==> src/video_cfg_defines.svh <==
// Function
// [RQ1] Lane field code selects four down to one
// [RQ2] Leader check tolerates one bit unless strict
// [RQ3] Data equalizer: none, 1 dB, 2 dB
// [RQ4] Clock equalizer: none, 1 dB, 2 dB
// [RQ5] Software programs band code in 5 MHz steps
// [RQ6] Active video polarity set by bit 7
// [RQ7] Line sync polarity set by bit 6
// [RQ8] Frame sync polarity set by bit 5
// [RQ9] Bit 3 picks 18 or 24 bpp output
// [RQ10] Bit 1 picks fourth lane MSB or LSB
// [RQ11] Software keeps bit 1 clear for 18 bpp
// [RQ12] Bit 1 without 24 bpp truncates to 18
// [RQ13] Software leaves reserved format bits at default
`ifndef VIDEO_CFG_DEFINES_SVH
`define VIDEO_CFG_DEFINES_SVH

// ==========================================================
// Register indices, byte address is four times the index
`define IDX_LANE_SETUP   6'h10
`define IDX_EQ_SETUP     6'h11
`define IDX_BAND_SETUP   6'h12
`define IDX_OUT_FORMAT   6'h18
`define IDX_STATUS       6'h1F

// ==========================================================
// Reset values and writable bit masks
`define RST_LANE_SETUP   8'h18
`define RST_EQ_SETUP     8'h00
`define RST_BAND_SETUP   8'h00
`define RST_OUT_FORMAT   8'h60
`define WMASK_LANE       8'h19
`define WMASK_EQ         8'hCC
`define WMASK_BAND       8'hFF
`define WMASK_FORMAT     8'hEA

// ==========================================================
// Field positions
`define LANE_CNT_HI      4
`define LANE_CNT_LO      3
`define STRICT_BIT       0
`define DATA_EQ_HI       7
`define DATA_EQ_LO       6
`define CLK_EQ_HI        3
`define CLK_EQ_LO        2
`define ACT_LOW_BIT      7
`define LINE_LOW_BIT     6
`define FRAME_LOW_BIT    5
`define WIDE_BIT         3
`define LOW_BITS_BIT     1

// ==========================================================
// Band code limits and bus responses
`define BAND_MIN         8'h08
`define BAND_MAX         8'h64
`define RESP_OKAY        2'b00
`define RESP_SLVERR      2'b10

`endif

==> src/video_cfg_pkg.sv <==
`default_nettype none
package video_cfg_pkg;

   // Incoming pixel with syncs, 8 bits per colour
   typedef struct packed {
      logic       active;
      logic       line_sync;
      logic       frame_sync;
      logic [7:0] red;
      logic [7:0] green;
      logic [7:0] blue;
   } video_in_t;

   // Output levels and lane payload
   typedef struct packed {
      logic       active_level;
      logic       line_level;
      logic       frame_level;
      logic [5:0] red;
      logic [5:0] green;
      logic [5:0] blue;
      logic [5:0] fourth;
      logic       fourth_en;
   } pixel_out_t;

   // Receiver settings driven to the front end
   typedef struct packed {
      logic [3:0] lane_enable;
      logic       strict;
      logic [1:0] data_eq_db;
      logic [1:0] clk_eq_db;
      logic [7:0] band;
   } rx_ctrl_t;

endpackage

`default_nettype wire

==> src/leader_check.sv <==
`timescale 1ns/1ns
`default_nettype none

module leader_check
   import video_cfg_pkg::*;
#(
   parameter logic [7:0] LEADER_PATTERN = 8'hB8
) (
   // Clock and reset
   input  wire logic       clk,
   input  wire logic       srst,
   // Candidate byte
   input  wire logic       byte_valid,
   input  wire logic [7:0] byte_data,
   input  wire logic       strict,
   // Verdict, one cycle after the byte
   output var  logic       accept,
   output var  logic       reject
);

   // Count of bits that differ from the leader
   function automatic logic [3:0] bit_errors(input logic [7:0] v);
      logic [3:0] n;
      n = 4'h0;
      for (int i = 0; i < 8; i++) begin
         n = n + {3'b000, v[i]};
      end
      return n;
   endfunction

   wire [3:0] errs = bit_errors(byte_data ^ LEADER_PATTERN);
   // [RQ2] tolerance of one
   wire       ok   = (errs == 4'h0) | (~strict & (errs == 4'h1));

   // Verdict register
   always_ff @(posedge clk) begin
      if (srst) begin
         accept <= 1'b0;
         reject <= 1'b0;
      end else begin
         accept <= byte_valid & ok;
         reject <= byte_valid & ~ok;
      end
   end

endmodule

`default_nettype wire

==> src/video_cfg_regs.sv <==
`timescale 1ns/1ns
`default_nettype none
`include "video_cfg_defines.svh"

module video_cfg_regs
   import video_cfg_pkg::*;
(
   // Clock and reset
   input  wire logic       CLK,
   input  wire logic       SRST,
   // AXI4-Lite write address and data
   input  wire logic [7:0] AWADDR,
   input  wire logic       AWVALID,
   output var  logic       AWREADY,
   input  wire logic [31:0] WDATA,
   input  wire logic [3:0] WSTRB,
   input  wire logic       WVALID,
   output var  logic       WREADY,
   // AXI4-Lite write response
   output var  logic [1:0] BRESP,
   output var  logic       BVALID,
   input  wire logic       BREADY,
   // AXI4-Lite read
   input  wire logic [7:0] ARADDR,
   input  wire logic       ARVALID,
   output var  logic       ARREADY,
   output var  logic [31:0] RDATA,
   output var  logic [1:0] RRESP,
   output var  logic       RVALID,
   input  wire logic       RREADY,
   // Receiver side
   input  wire logic       LEADER_VALID,
   input  wire logic [7:0] LEADER_BYTE,
   output var  logic       LEADER_ACCEPT,
   output var  logic       LEADER_REJECT,
   output var  rx_ctrl_t   RX_CTRL,
   // Video path
   input  wire logic       SOURCE_18BPP,
   input  wire video_in_t  VIDEO_IN,
   output var  pixel_out_t VIDEO_OUT
);

   // ==========================================================
   // Decoding functions

   // Index is one of the mapped registers
   function automatic logic is_mapped(input logic [5:0] idx);
      return (idx == `IDX_LANE_SETUP) | (idx == `IDX_EQ_SETUP) |
             (idx == `IDX_BAND_SETUP) | (idx == `IDX_OUT_FORMAT) |
             (idx == `IDX_STATUS);
   endfunction

   // Equalizer code to gain; reserved code falls back to none
   function automatic logic [1:0] eq_db(input logic [1:0] code);
      case (code)
         2'b01:   return 2'd1;
         2'b11:   return 2'd2;
         default: return 2'd0;
      endcase
   endfunction

   // Lane code to enable mask
   function automatic logic [3:0] lane_mask(input logic [1:0] code);
      case (code)
         2'b00:   return 4'b1111;
         2'b01:   return 4'b0111;
         2'b10:   return 4'b0011;
         default: return 4'b0001;
      endcase
   endfunction

   // ==========================================================
   // Bus state
   logic        awready_reg;
   logic        wready_reg;
   logic        aw_hold_reg;
   logic        w_hold_reg;
   logic [7:0]  aw_addr_reg;
   logic [7:0]  w_data_reg;
   logic        w_strb_reg;
   logic        bvalid_reg;
   logic [1:0]  bresp_reg;
   logic        arready_reg;
   logic        rvalid_reg;
   logic [31:0] rdata_reg;
   logic [1:0]  rresp_reg;

   // Configuration and status state
   logic [7:0]  lane_reg;
   logic [7:0]  eq_reg;
   logic [7:0]  band_reg;
   logic [7:0]  fmt_reg;
   logic [3:0]  lead_cnt_reg;
   rx_ctrl_t    rx_reg;
   pixel_out_t  pix_reg;
   logic        accept_w;
   logic        reject_w;

   // ==========================================================
   // Write channel decode
   wire       aw_fire = AWVALID & awready_reg;
   wire       w_fire  = WVALID & wready_reg;
   wire       wr_fire = aw_hold_reg & w_hold_reg & ~bvalid_reg;
   wire [5:0] wr_idx  = aw_addr_reg[7:2];
   wire       wr_en   = wr_fire & w_strb_reg;
   wire       wr_lane = wr_en & (wr_idx == `IDX_LANE_SETUP);
   wire       wr_eq   = wr_en & (wr_idx == `IDX_EQ_SETUP);
   wire       wr_band = wr_en & (wr_idx == `IDX_BAND_SETUP);
   wire       wr_fmt  = wr_en & (wr_idx == `IDX_OUT_FORMAT);
   wire [1:0] wr_resp = is_mapped(wr_idx) ? `RESP_OKAY : `RESP_SLVERR;

   // Next register values; reserved bits never take a write
   // [RQ13] reserved bits kept
   wire [7:0] lane_next = wr_lane ? (w_data_reg & `WMASK_LANE) : lane_reg;
   wire [7:0] eq_next   = wr_eq   ? (w_data_reg & `WMASK_EQ)   : eq_reg;
   wire [7:0] band_next = wr_band ? (w_data_reg & `WMASK_BAND) : band_reg;
   wire [7:0] fmt_next  = wr_fmt  ? (w_data_reg & `WMASK_FORMAT)
                                  : fmt_reg;

   // ==========================================================
   // Field extraction
   wire [1:0] rx_lane_count           = lane_reg[`LANE_CNT_HI:`LANE_CNT_LO];
   wire       strict_leader_check     = lane_reg[`STRICT_BIT];
   wire [1:0] data_lane_equalizer     = eq_reg[`DATA_EQ_HI:`DATA_EQ_LO];
   wire [1:0] clock_lane_equalizer    = eq_reg[`CLK_EQ_HI:`CLK_EQ_LO];
   wire       active_video_low        = fmt_reg[`ACT_LOW_BIT];
   wire       line_sync_low           = fmt_reg[`LINE_LOW_BIT];
   wire       frame_sync_low          = fmt_reg[`FRAME_LOW_BIT];
   wire       wide_color_enable       = fmt_reg[`WIDE_BIT];
   wire       low_bits_on_fourth_lane = fmt_reg[`LOW_BITS_BIT];

   // Status bits; band range is only reported, the front end
   // gets the code unchanged
   // [RQ5] band code range
   wire       band_ok   = (band_reg >= `BAND_MIN) &
                          (band_reg <= `BAND_MAX);
   wire       deq_rsv   = (data_lane_equalizer == 2'b10);
   wire       ceq_rsv   = (clock_lane_equalizer == 2'b10);
   // [RQ11] format conflict flagged
   wire       fmt_clash = low_bits_on_fourth_lane & SOURCE_18BPP;
   wire [7:0] status    = {lead_cnt_reg, fmt_clash, ceq_rsv, deq_rsv,
                           band_ok};

   // ==========================================================
   // Read mux
   wire       ar_fire = ARVALID & arready_reg;
   wire [5:0] rd_idx  = ARADDR[7:2];
   wire [7:0] rd_byte =
      (rd_idx == `IDX_LANE_SETUP) ? lane_reg :
      (rd_idx == `IDX_EQ_SETUP)   ? eq_reg   :
      (rd_idx == `IDX_BAND_SETUP) ? band_reg :
      (rd_idx == `IDX_OUT_FORMAT) ? fmt_reg  :
      (rd_idx == `IDX_STATUS)     ? status   : 8'h00;
   wire [1:0] rd_resp = is_mapped(rd_idx) ? `RESP_OKAY : `RESP_SLVERR;

   // ==========================================================
   // Video mapping
   // [RQ9] fourth lane on in 24 bpp
   wire       lane4_on  = wide_color_enable;
   // [RQ10] MSB or LSB on fourth lane
   wire       msb_out   = wide_color_enable & ~low_bits_on_fourth_lane;
   // [RQ12] truncation drops two LSBs
   wire [5:0] red_main  = msb_out ? VIDEO_IN.red[5:0]
                                  : VIDEO_IN.red[7:2];
   wire [5:0] grn_main  = msb_out ? VIDEO_IN.green[5:0]
                                  : VIDEO_IN.green[7:2];
   wire [5:0] blu_main  = msb_out ? VIDEO_IN.blue[5:0]
                                  : VIDEO_IN.blue[7:2];
   wire [5:0] fourth_hi = {VIDEO_IN.red[7:6], VIDEO_IN.green[7:6],
                           VIDEO_IN.blue[7:6]};
   wire [5:0] fourth_lo = {VIDEO_IN.red[1:0], VIDEO_IN.green[1:0],
                           VIDEO_IN.blue[1:0]};
   wire [5:0] fourth    = ~lane4_on ? 6'h00 :
                          low_bits_on_fourth_lane ? fourth_lo : fourth_hi;

   // ==========================================================
   // Write address and data capture, taken in either order
   always_ff @(posedge CLK) begin
      if (SRST) begin
         awready_reg <= 1'b0;
         wready_reg  <= 1'b0;
         aw_hold_reg <= 1'b0;
         w_hold_reg  <= 1'b0;
         aw_addr_reg <= 8'h00;
         w_data_reg  <= 8'h00;
         w_strb_reg  <= 1'b0;
      end else begin
         if (aw_fire) begin
            aw_hold_reg <= 1'b1;
            aw_addr_reg <= AWADDR;
         end else if (wr_fire) begin
            aw_hold_reg <= 1'b0;
         end
         if (w_fire) begin
            w_hold_reg <= 1'b1;
            w_data_reg <= WDATA[7:0];
            w_strb_reg <= WSTRB[0];
         end else if (wr_fire) begin
            w_hold_reg <= 1'b0;
         end
         // Ready again only once the response has gone
         awready_reg <= ~aw_hold_reg & ~aw_fire & ~bvalid_reg & ~wr_fire;
         wready_reg  <= ~w_hold_reg & ~w_fire & ~bvalid_reg & ~wr_fire;
      end
   end

   // Write response
   always_ff @(posedge CLK) begin
      if (SRST) begin
         bvalid_reg <= 1'b0;
         bresp_reg  <= `RESP_OKAY;
      end else if (wr_fire) begin
         bvalid_reg <= 1'b1;
         bresp_reg  <= wr_resp;
      end else if (BREADY) begin
         bvalid_reg <= 1'b0;
      end
   end

   // Read channel, one read at a time
   always_ff @(posedge CLK) begin
      if (SRST) begin
         arready_reg <= 1'b0;
         rvalid_reg  <= 1'b0;
         rdata_reg   <= 32'h0000_0000;
         rresp_reg   <= `RESP_OKAY;
      end else if (ar_fire) begin
         arready_reg <= 1'b0;
         rvalid_reg  <= 1'b1;
         rdata_reg   <= {24'h00_0000, rd_byte};
         rresp_reg   <= rd_resp;
      end else if (rvalid_reg & RREADY) begin
         rvalid_reg  <= 1'b0;
         arready_reg <= 1'b1;
      end else if (~rvalid_reg) begin
         arready_reg <= 1'b1;
      end
   end

   // ==========================================================
   // Configuration registers
   always_ff @(posedge CLK) begin
      if (SRST) begin
         lane_reg <= `RST_LANE_SETUP;
         eq_reg   <= `RST_EQ_SETUP;
         band_reg <= `RST_BAND_SETUP;
         fmt_reg  <= `RST_OUT_FORMAT;
      end else begin
         lane_reg <= lane_next;
         eq_reg   <= eq_next;
         band_reg <= band_next;
         fmt_reg  <= fmt_next;
      end
   end

   // Accepted leader count, wraps; only reset clears it
   always_ff @(posedge CLK) begin
      if (SRST) begin
         lead_cnt_reg <= 4'h0;
      end else if (accept_w) begin
         lead_cnt_reg <= lead_cnt_reg + 4'h1;
      end
   end

   // ==========================================================
   // Receiver settings, one cycle behind the registers
   always_ff @(posedge CLK) begin
      if (SRST) begin
         rx_reg <= '0;
      end else begin
         // [RQ1] lane count decode
         rx_reg.lane_enable <= lane_mask(rx_lane_count);
         rx_reg.strict      <= strict_leader_check;
         // [RQ3] data equalizer gain
         rx_reg.data_eq_db  <= eq_db(data_lane_equalizer);
         // [RQ4] clock equalizer gain
         rx_reg.clk_eq_db   <= eq_db(clock_lane_equalizer);
         rx_reg.band        <= band_reg;
      end
   end

   // Leader checker against the strictness setting
   leader_check u_leader (
      .clk        (CLK),
      .srst       (SRST),
      .byte_valid (LEADER_VALID),
      .byte_data  (LEADER_BYTE),
      .strict     (strict_leader_check),
      .accept     (accept_w),
      .reject     (reject_w)
   );

   // ==========================================================
   // Output pixel register; idle syncs rest at inactive level once out of reset, while reset drives every level low
   always_ff @(posedge CLK) begin
      if (SRST) begin
         pix_reg <= '0;
      end else begin
         // [RQ6] active video polarity
         pix_reg.active_level <= VIDEO_IN.active ^ active_video_low;
         // [RQ7] line sync polarity
         pix_reg.line_level   <= VIDEO_IN.line_sync ^ line_sync_low;
         // [RQ8] frame sync polarity
         pix_reg.frame_level  <= VIDEO_IN.frame_sync ^ frame_sync_low;
         pix_reg.red          <= red_main;
         pix_reg.green        <= grn_main;
         pix_reg.blue         <= blu_main;
         pix_reg.fourth       <= fourth;
         pix_reg.fourth_en    <= lane4_on;
      end
   end

   // ==========================================================
   // Output drive
   assign AWREADY       = awready_reg;
   assign WREADY        = wready_reg;
   assign BVALID        = bvalid_reg;
   assign BRESP         = bresp_reg;
   assign ARREADY       = arready_reg;
   assign RVALID        = rvalid_reg;
   assign RDATA         = rdata_reg;
   assign RRESP         = rresp_reg;
   assign RX_CTRL       = rx_reg;
   assign VIDEO_OUT     = pix_reg;
   assign LEADER_ACCEPT = accept_w;
   assign LEADER_REJECT = reject_w;

endmodule

`default_nettype wire

==> config.mk <==
export PLATFORM = sky130hd
export DESIGN_NAME = video_cfg_regs
export DESIGN_NICKNAME = d
export VERILOG_FILES = /design/src/video_cfg_pkg.sv /design/src/leader_check.sv /design/src/video_cfg_regs.sv
export VERILOG_INCLUDE_DIRS = /design/src
export SDC_FILE = /design/constraint.sdc
export NUM_CORES = 1
export LEC_CHECK = 0
export BUFFER_PORTS_ARGS = -buffer_cell sky130_fd_sc_hd__buf_2
export CORE_ASPECT_RATIO = 0.5
export CORE_MARGIN = 5
export CORE_UTILIZATION = 38
export DETAILED_ROUTE_END_ITERATION = 12
export PLACE_DENSITY = 0.64
export SLEW_MARGIN = 10
export SYNTH_ARGS = -nofsm -noshare
export SYNTH_HDL_FRONTEND = slang
export SYNTH_SLANG_ARGS = --single-unit
==> constraint.sdc <==
create_clock -name CLK -period 6.45 [get_ports CLK]
set_input_delay 0.3225 -clock CLK [delete_from_list [all_inputs] [get_ports CLK]]
set_output_delay 0.3225 -clock CLK [all_outputs]
set_load 0.02 [all_outputs]
==> out/qor.yml, run 1 <==
sta:
  finClkSkew_ns: 0.0113
  tightest_slew_ns: 0.905
  setup_violations: 0
  post-route-period-util_pct: 43.7
  slew_violations: 0
  setup-tns-final_ns: 0
  max_freq_mhz: 355
  whs_ns: 0.210
  hold_violations: 0
  finalCriticalPeriod_ns: 2.82
  rsz0062_at_grt: "false"
  slew_headroom_pct: 39.2
grt:
  grt_use_total_pct: 15.4
  first_global_vias: 3297
  grt_max_degree: 44
  grt_antenna_before_repair: 1
  grt_pass1_wl_um: 16500
  overflow: 0
cts:
  root_buffer: "clkbuf_16"
  cts_resized: 0
  clock_path_buffers: 2
  clock-sinks: 103
  cts-buffers-inserted: 9
  post_cts_buffers: 0
  htreeDepth: 3
  clk_pin_slew_ns: 0.07
  worstSkewPairLatency_ns: 0.34
  holdBufCountCts: 0
  cts_tree: "done"
finish:
  final_area_um2: 5110
  antenna_cells: 0
  area_growth_pct: 22.1
  final_nets: 687
  drive_above_1_share_pct: 24.5
  num-fill-cells: 1102
  largest_register_ffs: 28
min_path:
  hold_class: "in2reg"
setup_path:
  cp_num_buf_inv: 4
  cp-end-kind: "flip-flop"
  slowest_delay_ns: 0.47
  crit_chain: "buf_2 > ha_1 > inv_1 > fa_1 > inv_1 > fa_1 > inv_1 > fa_1 > fa_1 > nor2_1 > nand3_1 > a21oi_1 > and3_1"
  path_delay_family: "adder cells"
  cpMaxStageDelayCell: "fa_1"
  crit_arrival_ns: 3.10
  cp_max_fo: 2
  required_ns: 6.73
  start_kind: "input port"
  critPathMostFrequentCell: "fa_1"
  critPathKind: "in2reg"
detailed_routing:
  drtPass1Iterations: 5
  wire_per_inst_um: 14.0
  drc: 0
  ant_nets: 0
  via_count: 3511
  vias_per_cell: 4.79
  routed_wl_um: 10300
  drtIter0Drc: 181
placed_design:
  hpwl_um: 7760
  gp_congestion: 0.798
  dpl_cell_area_um2: 4820
  portBuffers: 126
synthesis:
  postSynthAreaPerCell_um2: 8.97
  seq_area_frac_synth_pct: 49.2
  synth_cell_types: 45
  synth_edf_count: 0
  yosys_register_bits: 103
  synth_top_area_share_pct: 49.2
  yosys_warnings: 0
  syn_inst: 467
  ys.flop_type: "dfxtp_1"
  yosysTopAreaCell: "dfxtp_1"
  netlist_area_um2: 4190
  async_reset_ff_share_pct: 0
  ys_top_cells_by_area: "dfxtp_1 49%, nand2_1 7.3%, mux2i_1 6.5%"
die:
  io_pins: 184
  row_count: 27
  start_util_pct: 38.5
  die_h_um: 84.2
  die-area_um2: 13400
  core_um2: 10900
  die_w_um: 158
power:
  p_int_mw: 1.01
  p_leak_nw: 2.36
  powerDensity_nw_per_um2: 262
  switching_power_uw: 331
  p_seq_share_pct: 50.0
  ir_drop_uv: 107
  p_sw_share_pct: 24.7
  p_comb_share_pct: 10.2
  power_mw: 1.34
  p_clk_share_pct: 39.8
job:
  cap_violations: 0
status:
  outcome: "finished clean"
[cell usage in the layout, fill, tap and decap left out, types with 4 or more instances in the layout]
cell type  count
buf_2        126
dfxtp_1      103
nand2_1       81
a21oi_1       44
nor2_1        37
mux2i_1       27
conb_1        26
inv_1         16
nand3_1       13
o21ai_0       12
nor2b_1       10
clkbuf_16      9
and3_1         8
nand2b_1       6
xnor2_1        5
and2_1         4
a221oi_1       4
a211oi_1       4
fa_1           4
ha_1           4
[power groups by stage]
stage | logic (mW) | registers (mW) | clock network, mW
final | 0.136 | 0.670 | 0.533
after CTS | 0.138 | 0.669 | 0.544
after floorplan | 0.0856 | 0.695 | 0
after detailed placement | 0.137 | 0.684 | 0
after global routing | 0.153 | 0.672 | 0.573
after global placement | 0.135 | 0.684 | 0
[worst paths after layout]
check            startpoint         endpoint  slack [ns]  cells past startpoint
max reg2reg          BVALID      band_reg[2]        4.43                      4
min                WDATA[4]    w_data_reg[4]        0.21                      3
min reg2reg        RDATA[6]         RDATA[6]        0.45                      2
max          LEADER_BYTE[0]  u_leader.accept        3.63                     13
[Yosys cell counts, types with 4 or more instances]
master	n
a211oi_1	4
a21oi_1	44
a221oi_1	4
and2_1	4
and3_1	8
buf_1	5
buf_4	26
clkbuf_1	14
dfxtp_1	103
fa_1	4
ha_1	4
inv_1	16
mux2i_1	27
nand2_1	81
nand2b_1	6
nand3_1	13
nor2_1	37
nor2b_1	10
o21ai_0	12
xnor2_1	5
[tightest hold or removal path: stages]
cell and delay [ns]:
buf_2 0.10, nand2_1 0.04, a21oi_1 0.05
[stage by stage]
stage                     utilization, %  worst slack, ns  instances
after global placement              44.3             3.29        717
after floorplan                        -             3.55        492
after CTS                           47.0             3.63        733
after global routing                47.0             3.53        733
final                               47.0             3.63        733
after detailed placement            44.3             3.29        717
[per-layer routing]
| metal | track usage, % | share of wire (%) | up-vias | wire (um) |
|---|---|---|---|---|
| li1 | - | - | 1748 | - |
| met1 | 20.4 | 45 | 1617 | 4630 |
| met2 | 24.7 | 46 | 134 | 4690 |
| met3 | 4.89 | 8.4 | 10 | 867 |
| met4 | 3.72 | 0.96 | 2 | 99 |
| met5 | 0 | 0.068 | - | 7 |
[cell families (layout without fill, tap and decap cells)]
kind of cell	after synthesis	count (layout)	synth area share, %
buffers and inverters	64	160	8.30
other	1	26	0.0895
flip-flops	103	103	49.2
adder cells (fa/ha/maj)	8	8	3.11
AND/OR/NAND/NOR	180	180	20.5
AO/OA/AOI/OAI	77	77	10.9
XOR/XNOR	7	7	1.46
multiplexers	27	27	6.45
[area by class of cell]
type | instances | area, um^2 | share of cell area, %
Inverter | 16 | 60.1 | 1.17
Tap cell | 145 | 181 | 3.55
Clock buffer | 12 | 236 | 4.62
Timing Repair Buffer | 128 | 646 | 12.6
Multi-Input combinational cell | 325 | 1870 | 36.6
Sequential cell | 103 | 2060 | 40.3
Clock inverter | 4 | 55.1 | 1.08
Note: power is estimated with default switching activity, not from simulation.
==> run 2: changes to the inputs <==
--- a/config.mk
+++ b/config.mk
@@ -6,12 +6,13 @@
 export SDC_FILE = /design/constraint.sdc
 export NUM_CORES = 1
 export LEC_CHECK = 0
+export ABC_AREA = 1
 export BUFFER_PORTS_ARGS = -buffer_cell sky130_fd_sc_hd__buf_2
 export CORE_ASPECT_RATIO = 0.5
 export CORE_MARGIN = 5
 export CORE_UTILIZATION = 38
 export DETAILED_ROUTE_END_ITERATION = 12
-export PLACE_DENSITY = 0.64
+export PLACE_DENSITY = 0.67
 export SLEW_MARGIN = 10
 export SYNTH_ARGS = -nofsm -noshare
 export SYNTH_HDL_FRONTEND = slang
==> constraint.sdc (replaced) <==
create_clock -name CLK -period 2.5 [get_ports CLK]
set_input_delay 0.125 -clock CLK [delete_from_list [all_inputs] [get_ports CLK]]
set_output_delay 0.125 -clock CLK [all_outputs]
set_load 0.02 [all_outputs]
==> run 2 against run 1 <==
  * Clock power rose to 2.7 times the previous value
  * Clock-buffer cell count down 3
  * Combinational power increased to 2.9 times the previous value
  * Flip-flop and latch count unchanged
  * Total power grew to 2.7 times the previous value
  * First-iteration DRC count fell by 15%
  * Clock skew is 0.0024 ns lower
  * Routed wire length is 1.6% higher
  * Synthesized area grew 1.6%
  * Die area rose by 1.4%
  * Critical endpoint is now u_leader.reject
  * Highest routed layer is now met4
==> out/qor.yml, run 2 <==
status:
  outcome: "finished clean"
synthesis:
  synth_edf_count: 0
  yosysTopAreaCell: "dfxtp_1"
  yosys_warnings: 0
  ys_top_cells_by_area: "dfxtp_1 48%, nor2_1 8.8%, o21ai_0 6.7%"
  yosys_register_bits: 103
  postSynthAreaPerCell_um2: 7.85
  netlist_area_um2: 4250
  async_reset_ff_share_pct: 0
  synth_top_area_share_pct: 48.5
  synth_most_common_cell: "dfxtp_1"
  synth_cell_types: 38
  seq_area_frac_synth_pct: 48.5
  ys.flop_type: "dfxtp_1"
  yosys-top-cells-count: "103 x dfxtp_1, 100 x nor2_1, 74 x nand2_1"
  syn_inst: 542
grt:
  grt_use_total_pct: 15.3
  grt_antenna_before_repair: 0
  overflow: 0
  grt_pass1_wl_um: 17100
  first_global_vias: 3669
  grt_max_degree: 32
setup_path:
  crit_arrival_ns: 2.70
  slowest_delay_ns: 0.48
  path_delay_family: "adder cells"
  crit_path_start: "LEADER_BYTE[1]"
  r2r_start: "BVALID"
  crit_cells: 13
  cp_max_fo: 2
  cp_num_buf_inv: 4
  critPathMostFrequentCell: "inv_1"
  cpMaxStageDelayCell: "fa_1"
  required_ns: 2.72
  crit_chain: "buf_2 > ha_4 > inv_1 > fa_1 > inv_1 > fa_1 > inv_1 > fa_2 > fa_2 > xor2_2 > o2111ai_2 > nand2_1 > nor2_1"
  r2r_slack_ns: 1.09
  cp-end-kind: "flip-flop"
  critPathKind: "in2reg"
  r2r-end: "band_reg[1]"
  reg2regPathDepth: 6
  critPathCapture: "u_leader.reject"
  start_kind: "input port"
cts:
  clk_pin_slew_ns: 0.07
  post_cts_buffers: 0
  cts_resized: 0
  cts-buffers-inserted: 9
  htreeDepth: 3
  worstSkewPairLatency_ns: 0.34
  cts_tree: "done"
  holdBufCountCts: 0
  root_buffer: "clkbuf_16"
  clock-sinks: 103
  clock_path_buffers: 2
min_path:
  hold_class: "in2reg"
sta:
  finalCriticalPeriod_ns: 2.48
  slew_headroom_pct: 58.0
  finClkSkew_ns: 0.00896
  rsz0062_at_grt: "true"
  post-route-period-util_pct: 99.1
  hold_violations: 0
  tightest_slew_ns: 0.626
  postLayoutSetupSlackWorst_ns: 0.0234
  whs_ns: 0.0138
  max_freq_mhz: 404
  setup-tns-final_ns: 0
  slew_violations: 0
  setup_violations: 0
placed_design:
  dpl_cell_area_um2: 4920
  dp_slack_ns: -0.342
  hpwl_um: 8000
  gp_congestion: 0.866
  place_inst: 801
  portBuffers: 126
finish:
  instances_no_fill: 817
  final_common_cell: "buf_2"
  layout_common_cells: "125 x buf_2, 103 x dfxtp_1, 100 x nor2_1"
  final_area_um2: 5270
  utilization_pct: 48.0
  drive_above_1_share_pct: 25.6
  antenna_cells: 0
  area_growth_pct: 23.9
  final_nets: 771
  largest_register_ffs: 28
detailed_routing:
  drc: 0
  wire_per_inst_um: 12.8
  vias_per_cell: 4.65
  routed_wl_um: 10500
  ant_nets: 0
  via_count: 3802
  drtPass1Iterations: 4
  drtIter0Drc: 154
power:
  p_leak_nw: 2.51
  powerDensity_nw_per_um2: 677
  power_mw: 3.57
  ir_drop_uv: 338
die:
  die_w_um: 160
  start_util_pct: 38.7
  core_um2: 11000
  row_count: 27
  io_pins: 184
  die_h_um: 84.8
  die-area_um2: 13500
job:
  cap_violations: 0
==> run 2: cell types whose count changed after synthesis, sizes merged, moves of 10 or more <==
cell | before | now
o21ai | 12 | 61
nor2b | 10 | 0
nor2 | 37 | 111
inv | 16 | 50
mux2i | 27 | 0
==> run 2: worst register-to-register path, stage by stage (launching register included) <==
cell     delay (ns)
dfxtp_1        0.31
inv_1          0.11
nand3_2        0.15
nor2_4         0.17
nand2_2        0.21
o21ai_0        0.28
a21oi_1        0.06
==> run 2: per-layer routing <==
metal	share of wire, %	up-vias	track usage, %
met3	5.6	18	4.32
met5	0	-	0
met1	47	1739	19.8
met4	1.6	0	4.88
met2	46	112	25.0
li1	-	1933	-
==> run 2: worst min path at each step <==
stage,start,end,slack [ns],depth (start not counted)
floorplan,SRST,VIDEO_OUT[0],0.21,1
global placement,VIDEO_IN[4],VIDEO_OUT[11],0.36,3
detailed placement,LEADER_VALID,u_leader.reject,0.37,3
CTS,LEADER_VALID,u_leader.reject,0.003,3
global route,VIDEO_IN[11],VIDEO_OUT[16],0.01,3
finish,VIDEO_IN[20],VIDEO_OUT[23],0.01,3
==> run 2: final cells by class <==
class	instances	area (um^2)
repair buffers	130	667
clock inverters	7	91.3
fillers	1095	5710
multi-input cells	371	1850
inverters	52	195
flip-flops and latches	103	2060
clock buffers	9	225
well taps	145	181
==> run 2: power breakdown <==
part           switching [mW]  total [mW]  internal [mW]
logic                   0.255       0.399          0.144
registers              0.0329        1.73           1.70
clock network           0.640        1.44          0.799
==> run 2: cells by family (layout without fill, tap and decap cells) <==
family                   Yosys count  after routing  share of synthesized area (%)
XOR/XNOR                           4              4                          0.824
adder cells (fa/ha/maj)            8              8                           3.06
AO/OA/AOI/OAI                    109            109                           13.3
buffers and inverters             93            198                           11.0
AND/OR/NAND/NOR                  224            224                           23.3
flip-flops                       103            103                           48.5
other                              1             26                         0.0882
==> run 3: changes to the inputs <==
--- a/config.mk
+++ b/config.mk
@@ -12,7 +12,7 @@
 export CORE_MARGIN = 5
 export CORE_UTILIZATION = 38
 export DETAILED_ROUTE_END_ITERATION = 12
-export PLACE_DENSITY = 0.67
+export PLACE_DENSITY = 0.64
 export SLEW_MARGIN = 10
 export SYNTH_ARGS = -nofsm -noshare
 export SYNTH_HDL_FRONTEND = slang
==> constraint.sdc (replaced) <==
create_clock -name CLK -period 2.55 [get_ports CLK]
set_input_delay 0.1275 -clock CLK [delete_from_list [all_inputs] [get_ports CLK]]
set_output_delay 0.1275 -clock CLK [all_outputs]
set_load 0.02 [all_outputs]
==> run 3 against run 2 <==
  * First-iteration DRC count rose by 7.8%
  * Sequential share of layout area rose by 0.22 points
  * Routed wire length rose by 1.3%
  * Combinational power fell by 1%
  * Clock skew fell by 0.0023 ns
  * Clock-buffer cell count rose by 1
  * Total power fell by 5.7%
  * Core utilization fell by 0.27 points
  * Global-route usage rose by 0.54 points
  * Flip-flop and latch count did not move
  * Critical endpoint unchanged
  * Highest routed layer unchanged
==> out/qor.yml, run 3 (synthesis gave the netlist of run 2 again) <==
power:
  p_int_mw: 2.48
  p_leak_nw: 2.51
  p_seq_share_pct: 50.4
  p_clk_share_pct: 37.9
  p_comb_share_pct: 11.7
  p_sw_share_pct: 26.3
  powerDensity_nw_per_um2: 641
  switching_power_uw: 886
  power_mw: 3.36
  ir_drop_uv: 369
die:
  die_w_um: 160
  io_pins: 184
  die-area_um2: 13500
  core_um2: 11000
  start_util_pct: 38.7
  die_h_um: 84.8
  row_count: 27
sta:
  setup_violations: 0
  max_freq_mhz: 408
  tightest_slew_ns: 0.605
  finClkSkew_ns: 0.00663
  post-route-period-util_pct: 96.2
  hold_violations: 0
  slew_headroom_pct: 59.4
  rsz0062_at_grt: "true"
  slew_violations: 0
  whs_ns: 0.0213
  setup-tns-final_ns: 0
  postLayoutSetupSlackWorst_ns: 0.0969
  finalCriticalPeriod_ns: 2.45
finish:
  final_common_cell: "buf_2"
  area_growth_pct: 23.2
  final_area_um2: 5240
  drive_above_1_share_pct: 25.7
  instances_no_fill: 819
  utilization_pct: 47.7
  layout_common_cells: "124 x buf_2, 103 x dfxtp_1, 100 x nor2_1"
  antenna_cells: 0
  largest_register_ffs: 28
  final_nets: 773
cts:
  clock-sinks: 103
  htreeDepth: 3
  cts_tree: "done"
  root_buffer: "clkbuf_16"
  worstSkewPairLatency_ns: 0.34
  clk_pin_slew_ns: 0.07
  cts-buffers-inserted: 9
  clock_path_buffers: 2
setup_path:
  cp-end-kind: "flip-flop"
  critPathKind: "in2reg"
  cpMaxStageDelayCell: "fa_2"
  cp_max_fo: 2
  crit_chain: "buf_6 > ha_4 > inv_2 > fa_1 > inv_1 > fa_1 > inv_1 > fa_2 > fa_2 > o2111ai_2 > nand2_1 > nor2_1"
  start_kind: "input port"
  crit_arrival_ns: 2.67
  required_ns: 2.77
  slowest_delay_ns: 0.54
detailed_routing:
  vias_per_cell: 4.55
  routed_wl_um: 10600
  via_count: 3730
  wire_per_inst_um: 12.9
  drc: 0
  drtPass1Iterations: 4
  drtIter0Drc: 166
  ant_nets: 0
placed_design:
  place_inst: 803
  dp_slack_ns: -0.304
  dpl_cell_area_um2: 4940
  portBuffers: 126
  gp_congestion: 0.817
  hpwl_um: 8070
grt:
  gr-usage-met2_pct: 26.6
  grt_antenna_before_repair: 0
  grt_use_total_pct: 15.8
  grt_pass1_wl_um: 17700
  grt_use_met3_pct: 4.42
  first_global_vias: 3715
  grt_max_degree: 32
  top_usage_layer: "met2"
  grt_use_met1_pct: 20.5
  overflow: 0
status:
  outcome: "finished clean"
min_path:
  hold_class: "in2reg"
job:
  cap_violations: 0
-- run 3: power groups by stage --
stage                     Sequential [mW]  Clock [mW]  Combinational [mW]
after floorplan                      1.77           0               0.235
after global placement               1.73           0               0.372
after detailed placement             1.73           0               0.383
after CTS                            1.69        1.31               0.385
after global routing                 1.70        1.37               0.446
final                                1.69        1.27               0.395
-- run 3: final cells by class --
class | count | area [um^2]
timing repair buffer | 132 | 688
inverter | 52 | 195
multi-input combinational | 371 | 1840
tap | 145 | 181
clock inverter | 6 | 43.8
sequential | 103 | 2060
fill | 1115 | 5740
clock buffer | 10 | 229
-- run 3: path summary, 6_finish.rpt --
| path | start | end | slack [ns] | cells after the start |
|---|---|---|---|---|
| worst max register to register | BVALID | band_reg[3] | 1.16 | 6 |
| worst min register to register | RDATA[7] | RDATA[7] | 0.45 | 2 |
| worst min-delay path | VIDEO_IN[10] | VIDEO_OUT[15] | 0.02 | 3 |
| worst max-delay path | LEADER_BYTE[1] | u_leader.reject | 0.1 | 12 |
-- run 3: routing by layer --
metal	part of all wire (%)	routed length (um)
met1	46	4910
met2	47	4960
met5	0	0
met3	6.1	647
met4	0.84	89
-- run 3: critical path: cells and delay by family --
family | cells | cell delay [ns]
AND/OR/NAND/NOR | 2 | 0.12
adder cells (fa/ha/maj) | 5 | 2.07
AO/OA/AOI/OAI | 1 | 0.13
buffers and inverters | 4 | 0.23
-- run 3: repair_timing --
action,in CTS,in global routing
hold buffers,0,0
buffers inserted,0,0
endpoints found under the setup margin,0,2
gates resized for setup,0,6
endpoints found under the hold margin,0,0
